`src/pkg/vfw_pkg.sv`:
```
// constants and carrier types for the video frame timing and window block
// Contract
// (RULE1) count each line in pixel clocks and each frame in lines
// (RULE2) clip out-of-range timing or window settings to their allowed bound
// (RULE3) line length is 10 bits: top two at index 82 [1:0], low at 83
// (RULE4) host writes length minus one; reset 761; lines last setting plus one
// (RULE5) frame length is 10 bits: top two at index 97 [1:0], low at 98
// (RULE6) host writes length minus one; reset 523; frames last setting plus one
// (RULE7) window x start: bit 8 at index 87, low at 88; reset 160, max 320
// (RULE8) window y start: 8 bits at index 90; reset 120, range 0 to 240
// (RULE9) window offsets act only in window-of-interest output mode
// (RULE10) new timing and window values take effect at the next frame boundary
package vfw_pkg;

  // register indices on the configuration port
  localparam logic [7:0] VFW_IDX_LINE_HI = 8'h52;
  localparam logic [7:0] VFW_IDX_LINE_LO = 8'h53;
  localparam logic [7:0] VFW_IDX_XS_HI = 8'h57;
  localparam logic [7:0] VFW_IDX_XS_LO = 8'h58;
  localparam logic [7:0] VFW_IDX_YS = 8'h5a;
  localparam logic [7:0] VFW_IDX_FRAME_HI = 8'h61;
  localparam logic [7:0] VFW_IDX_FRAME_LO = 8'h62;

  // field widths
  localparam int VFW_LEN_W = 10;
  localparam int VFW_XS_W = 9;
  localparam int VFW_YS_W = 8;

  // reset values
  localparam logic [9:0] VFW_LINE_RST = 10'h2f9;
  localparam logic [9:0] VFW_FRAME_RST = 10'h20b;
  localparam logic [8:0] VFW_XS_RST = 9'h0a0;
  localparam logic [7:0] VFW_YS_RST = 8'h78;

  // window bounds
  localparam logic [8:0] VFW_XS_MAX = 9'h140;
  localparam logic [7:0] VFW_YS_MAX = 8'hf0;
  localparam logic [9:0] VFW_WIN_W = 10'h140;
  localparam logic [9:0] VFW_WIN_H = 10'h0f0;

  // timing seen by the companion processor
  typedef struct packed {
    logic [9:0] pix;
    logic [9:0] line;
    logic line_first;
    logic frame_first;
    logic win_on;
  } vfw_video_t;

  // window corner currently applied
  typedef struct packed {
    logic [8:0] x;
    logic [7:0] y;
  } vfw_corner_t;

endpackage

```
`src/verilog/vfw_timing.sv`:
```
// video line/frame timing generator with window-of-interest placement
`timescale 1ns/1ns
`default_nettype none
module vfw_timing
  import vfw_pkg::*;
(
  // clock and reset
  input wire logic clk,
  input wire logic srst,
  // configuration register port
  input wire logic [7:0] reg_idx,
  input wire logic reg_wr,
  input wire logic [7:0] reg_wdata,
  output logic [7:0] reg_rdata,
  // output mode select from the output format logic
  input wire logic woi_mode,
  // timing toward the companion processor
  output vfw_video_t video,
  output vfw_corner_t corner,
  output logic frame_end
);

  // programmed values as written by the host
  logic [9:0] line_len_r;
  logic [9:0] frame_len_r;
  logic [8:0] xs_r;
  logic [7:0] ys_r;
  // values in use for the current frame
  logic [9:0] line_act_r;
  logic [9:0] frame_act_r;
  logic [8:0] xs_act_r;
  logic [7:0] ys_act_r;
  logic woi_act_r;
  // counters and flags
  logic [9:0] h_r;
  logic [9:0] v_r;
  logic [9:0] h_nxt;
  logic [9:0] v_nxt;
  logic line_end;
  logic win_r;
  logic win_nxt;
  logic [8:0] xs_clip;
  logic [7:0] ys_clip;
  // window settings that govern the pixel about to be shown
  logic woi_use;
  logic [8:0] xs_use;
  logic [7:0] ys_use;

  // host writes: split 10-bit fields over two indices
  always_ff @(posedge clk) begin
    if (srst) begin
      line_len_r <= VFW_LINE_RST; // RULE4
      frame_len_r <= VFW_FRAME_RST; // RULE6
      xs_r <= VFW_XS_RST; // RULE7
      ys_r <= VFW_YS_RST; // RULE8
    end else if (reg_wr) begin
      unique case (reg_idx)
        VFW_IDX_LINE_HI: line_len_r[9:8] <= reg_wdata[1:0]; // RULE3
        VFW_IDX_LINE_LO: line_len_r[7:0] <= reg_wdata; // RULE3
        VFW_IDX_FRAME_HI: frame_len_r[9:8] <= reg_wdata[1:0]; // RULE5
        VFW_IDX_FRAME_LO: frame_len_r[7:0] <= reg_wdata; // RULE5
        VFW_IDX_XS_HI: xs_r[8] <= reg_wdata[0]; // RULE7
        VFW_IDX_XS_LO: xs_r[7:0] <= reg_wdata; // RULE7
        VFW_IDX_YS: ys_r <= reg_wdata; // RULE8
        default: ;
      endcase
    end
  end

  // readback shows the stored setting, not the clipped one, so the host
  // sees what it wrote; unused upper bits read as zero
  always_ff @(posedge clk) begin
    if (srst) begin
      reg_rdata <= 8'h00;
    end else begin
      unique case (reg_idx)
        VFW_IDX_LINE_HI: reg_rdata <= {6'h00, line_len_r[9:8]};
        VFW_IDX_LINE_LO: reg_rdata <= line_len_r[7:0];
        VFW_IDX_FRAME_HI: reg_rdata <= {6'h00, frame_len_r[9:8]};
        VFW_IDX_FRAME_LO: reg_rdata <= frame_len_r[7:0];
        VFW_IDX_XS_HI: reg_rdata <= {7'h00, xs_r[8]};
        VFW_IDX_XS_LO: reg_rdata <= xs_r[7:0];
        VFW_IDX_YS: reg_rdata <= ys_r;
        default: reg_rdata <= 8'h00;
      endcase
    end
  end

  // clip window corner; 10-bit lengths cannot exceed 1023 by construction
  assign xs_clip = (xs_r > VFW_XS_MAX) ? VFW_XS_MAX : xs_r; // RULE2
  assign ys_clip = (ys_r > VFW_YS_MAX) ? VFW_YS_MAX : ys_r; // RULE2

  // end of line and frame
  assign line_end = (h_r == line_act_r); // RULE1
  assign frame_end = line_end && (v_r == frame_act_r); // RULE1

  // settings applied only at frame wrap to avoid frames of mixed timing
  always_ff @(posedge clk) begin
    if (srst) begin
      line_act_r <= VFW_LINE_RST;
      frame_act_r <= VFW_FRAME_RST;
      xs_act_r <= VFW_XS_RST;
      ys_act_r <= VFW_YS_RST;
      woi_act_r <= 1'b0;
    end else if (frame_end) begin
      line_act_r <= line_len_r; // RULE10
      frame_act_r <= frame_len_r; // RULE10
      xs_act_r <= xs_clip; // RULE10
      ys_act_r <= ys_clip; // RULE10
      woi_act_r <= woi_mode; // RULE9
    end
  end

  // next counter values: a line lasts setting plus one clocks
  always_comb begin
    h_nxt = line_end ? 10'h000 : h_r + 10'h001; // RULE4
    v_nxt = v_r;
    if (frame_end) begin
      v_nxt = 10'h000; // RULE6
    end else if (line_end) begin
      v_nxt = v_r + 10'h001; // RULE1
    end
  end

  // pixel and line counters
  always_ff @(posedge clk) begin
    if (srst) begin
      h_r <= 10'h000;
      v_r <= 10'h000;
    end else begin
      h_r <= h_nxt; // RULE1
      v_r <= v_nxt; // RULE1
    end
  end

  // at the frame wrap the flag is judged with the values about to be
  // applied, so a window placed at the origin shows from its first pixel
  assign woi_use = frame_end ? woi_mode : woi_act_r; // RULE9
  assign xs_use = frame_end ? xs_clip : xs_act_r; // RULE10
  assign ys_use = frame_end ? ys_clip : ys_act_r; // RULE10

  // window flag follows the counters; offsets ignored outside woi mode.
  // mode takes effect with the new frame so a window is never half drawn
  always_comb begin
    win_nxt = 1'b0;
    if (woi_use) begin
      win_nxt = (h_nxt >= {1'b0, xs_use}) &&
                (h_nxt < {1'b0, xs_use} + VFW_WIN_W) &&
                (v_nxt >= {2'b00, ys_use}) &&
                (v_nxt < {2'b00, ys_use} + VFW_WIN_H); // RULE9
    end
  end

  always_ff @(posedge clk) begin
    if (srst) begin
      win_r <= 1'b0;
    end else begin
      win_r <= win_nxt; // RULE9
    end
  end

  // outputs: pix, line and win_on straight from flip-flops; first flags and corner decoded from them
  assign video.pix = h_r;
  assign video.line = v_r;
  assign video.line_first = (h_r == 10'h000);
  assign video.frame_first = (h_r == 10'h000) && (v_r == 10'h000);
  assign video.win_on = win_r;
  assign corner.x = woi_act_r ? xs_act_r : 9'h000; // RULE9
  assign corner.y = woi_act_r ? ys_act_r : 8'h00; // RULE9
endmodule
`default_nettype wire
```
`config.mk`:
```
export PLATFORM = sky130hd
export DESIGN_NAME = vfw_timing
export DESIGN_NICKNAME = d
export VERILOG_FILES = /design/src/pkg/vfw_pkg.sv /design/src/verilog/vfw_timing.sv
export SDC_FILE = /design/constraint.sdc
export NUM_CORES = 1
export LEC_CHECK = 0
export ABC_AREA = 0
export BUFFER_PORTS_ARGS = -buffer_cell sky130_fd_sc_hd__buf_2
export CAP_MARGIN = 15
export CELL_PAD_IN_SITES_DETAIL_PLACEMENT = 1
export CELL_PAD_IN_SITES_GLOBAL_PLACEMENT = 1
export CORE_MARGIN = 3
export CORE_UTILIZATION = 44
export CTS_CLUSTER_DIAMETER = 80
export DETAILED_ROUTE_END_ITERATION = 6
export PLACE_DENSITY = 0.81
export SLEW_MARGIN = 15
export SYNTH_ARGS = -nofsm -noshare
export SYNTH_HDL_FRONTEND = slang
export SYNTH_SLANG_ARGS = --single-unit
```
`constraint.sdc`:
```
create_clock -name clk -period 3.59 [get_ports clk]
set_input_delay 0.359 -clock clk [delete_from_list [all_inputs] [get_ports clk]]
set_output_delay 0.359 -clock clk [all_outputs]
set_load 0.01 [all_outputs]
```
==> summary.md <==
| Metric | Value |
|---|---|
| Normalized max-slew margin | between 30% and 40% |
| Hold WC Path Type | in2reg |
| Synth top area cells | dfxtp_1 38%, nand2_1 8.0%, ha_1 7.2% |
| Area Overhead vs Synth | 19.1% |
| Antenna cells | 0 |
| Reg2reg end | win_r |
| Cell Pwr Density | between 300 and 400 mW/mm2 |
| Dominant synthesized flop cell | dfxtp_1 |
| Flop-to-flop setup slack | about 0.18 ns |
| Placed insts | slightly above 900 |
| Vias/cell | 5.69 |
| CTS max path bufs | 2 |
| Routed WL per cell | slightly below 20 um |
| Tot GR Track Use | approximately a quarter |
| Min cycle time layout | between 3 and 4 ns |
| Yosys warning total | 0 |
| Net Sw Power | between 500 and 600 uW |
| Clock share of power | 42.6% |
| Die width | approximately 120 um |
| Yosys reg bits | about 100 |
| Slew of the pin with the lowest slew margin | about 1 ns |
| Flop pwr share | around half |
| IO Count | between 60 and 70 |
| Run status | finished clean |
| Num CTS Buffers | 9 |
| GR met3 Demand/Resource | 4.88% |
| Port-buffer cells | slightly below 70 |
| Hold path endpoint | woi_act_r |
| Post-synth ARST share | 0% |
| Peak VDD IR | roughly 370 uV |
| Sink Count | about 100 |
| Routed via count | between 5k and 6k |
| Clock root buffer | clkbuf_16 |
| Clock Latency Late Sink | about 0.36 ns |
| WL final | around 18000 um |
| Fmax achieved | approximately 0.29 GHz |
| Synth Net Count | ~730 |
| Mapped Avg Cell Area | roughly 8.2 um2 |
| Combinational fraction of design power | about 5.4% |
| Count leader, synth | nand2_1 |
| Final core utilization | a little over half |
| Worst Hold Depth | 3 |
| Max_cap viols | 0 |
| Post-synth EDFFs | 0 |
| CTS tree | built |
| Lkg Pwr | 0.00286 uW |
| Num rows | 40 |
| Largest net degree at the start of global routing | 45 |
| Number of routed nets with antenna violations | 0 |
| Tcrit/Tclk final | 95.1% |
| Fin cells | roughly 920 |
| DRC Markers | 0 |
| Place WS | -0.0236 ns |
| Initial antenna violation count | 0 |
| Mapped Cells | 675 |
| First-pass GRT wire length | slightly below 30000 um |
| Fin nets | approximately 800 |
| GRT overflow | 0 |
| 1st-iter DRT viols | 337 |
| Final hold violation count | 0 |
| Met1 GRT Util | roughly a third |
| Worst Path Max Fanout | 20 |
| Sequential share of the synthesized area | between 30 and 40% |
| Worst Reg2Reg Path Length in Cells | 14 |
| Setup slack after layout | 0.175 ns |
| Core area | around 0.012 mm2 |
| Largest area contributor in the netlist | dfxtp_1 |
| Sw Ratio | a little under a quarter |
| Die height | about 120 um |
| Die Area | ~0.014 mm2 |
| Synth cell count leaders | 118 x nand2_1, 104 x dfxtp_1, 60 x a21oi_1 |
| FF-to-FF Start | h_r[0] |
| GP Congestion | between 0.8 and 0.9 |
| Layout cells sized above 1 | 20.4% |
| Yosys top cell area share | 37.6% |
| Worst Path Arrival | 3.68 ns |
| Worst Clk Skew | approximately 0.013 ns |
| Vias in the first global route | about 5.5k |
| Critical path type | reg2reg |
| Hold path startpoint | woi_mode |
| GR Util met2 | 44.4% |
| Internal | between 1500 and 2000 uW |
| WHS | 0.259 ns |
| Post-synth cell types | 66 |
| Drt pass-1 iters | 6 |
| Startpoint types | flop |
| CP Data Required Time | slightly below 4 ns |
| H-tree levels | 3 |
| Crit end category | flop |
| Clock-pin slew on the worst setup and hold paths | ~0.070 ns |
| Initial Utilization | a little under half |
| Setup Viol. Count Final | 0 |
| Global route hottest layer | met2 |
| Total power | roughly 2200 uW |
| Mapped Area | approximately 0.0055 mm2 |
| Fin. max-slew vios | 0 |
| Post-DP HPWL | around 14000 um |
-- power by group through the flow --
| stage | clock [uW] | combinational, uW | sequential (uW) |
|---|---|---|---|
| detailed placement | 0 | 120 | 1190 |
| global route | 1010 | 133 | 1160 |
| global placement | 0 | 115 | 1190 |
| floorplan | 0 | 61.4 | 1190 |
| CTS | 963 | 120 | 1160 |
| finish | 955 | 121 | 1160 |
-- metal layers --
metal	up-vias	wire [um]
met5	-	0
met1	2584	7980
li1	2516	-
met4	0	454
met2	126	8960
met3	36	844
-- through the flow --
| step | setup TNS [ns] | area [um2] |
|---|---|---|
| 2_1_floorplan | 0 | 5540 |
| 3_3_place_gp | 0 | 6150 |
| 3_5_place_dp | -0.0236 | 6150 |
| 4_1_cts | 0 | 6420 |
| 5_1_grt | -0.0386 | 6600 |
| 6_report | 0 | 6600 |
-- worst max-delay path, stage by stage (launching register included) --
cell	delay, ns
dfxtp_2	0.35
xor2_1	0.16
nor4_2	0.36
and3_4	0.27
nand2_4	0.08
buf_12	0.17
mux2i_4	0.19
ha_2	0.21
o21a_1	0.16
ha_1	0.35
nand3_1	0.13
a211oi_2	0.08
a2111oi_2	0.43
o41ai_2	0.15
a211oi_1	0.22
-- area by class of cell --
cell class	instances	area [um2]
timing repair buffer	101	621
fill	1510	5560
multi-input combinational	519	3340
clock inverter	2	15.0
sequential	104	2090
inverter	17	68.8
tap	168	210
clock buffer	13	260
-- worst max path at each step --
| stage | slack (ns) | end | from |
|---|---|---|---|
| final | 0.18 | win_r | h_r[0] |
| after global routing | -0.04 | win_r | h_r[0] |
| after CTS | 0.003 | win_r | line_act_r[3] |
| after detailed placement | -0.02 | win_r | line_act_r[3] |
| after global placement | 0.23 | win_r | line_act_r[3] |
| after floorplan | 0.40 | win_r | v_r[1] |
-- registers in the layout, summed over array words and instances, names as in the netlist --
register / flops
xs_act_r: 9
line_act_r: 10
reg_rdata: 8
ys_r: 8
v_r: 10
frame_len_r: 10
win_r: 1
frame_act_r: 10
ys_act_r: 8
line_len_r: 10
h_r: 10
woi_act_r: 1
xs_r: 9
-- repair_timing --
item                       4_1_cts  5_1_grt
resized for setup                1       38
hold buffers                     0        0
setup endpoints to repair        1        1
setup buffers                    0        2
pin swaps                        0        6
gates cloned                     0        0
-- cell families (layout without fill, tap and decap cells) --
logic type / count (synthesis) / after routing / synth area share [%]
xor gates and xnor gates: 32 / 32 / 5.06
buffers and inverters: 52 / 133 / 4.38
adders and majority gates: 32 / 32 / 7.22
DFF: 104 / 104 / 37.6
AOI/OAI and AO/OA: 122 / 122 / 13.9
muxes: 9 / 9 / 1.92
and+or+nand+nor: 324 / 324 / 29.9
-- layout by cell type, fill, tap and decap left out, drive strengths merged, types with 7 or more instances in the layout --
master	instances
nand2b	9
nor2	34
a21oi	64
ha	32
inv	17
and3	12
mux2i	9
o21ai	14
buf	101
nand3b	8
nand3	57
clkbuf	13
dfxtp	104
and4	7
nand2	120
nor3	22
and2	27
xnor2	15
nor2b	7
xor2	17
a222oi	7
Power figures use the tool's default switching activity.
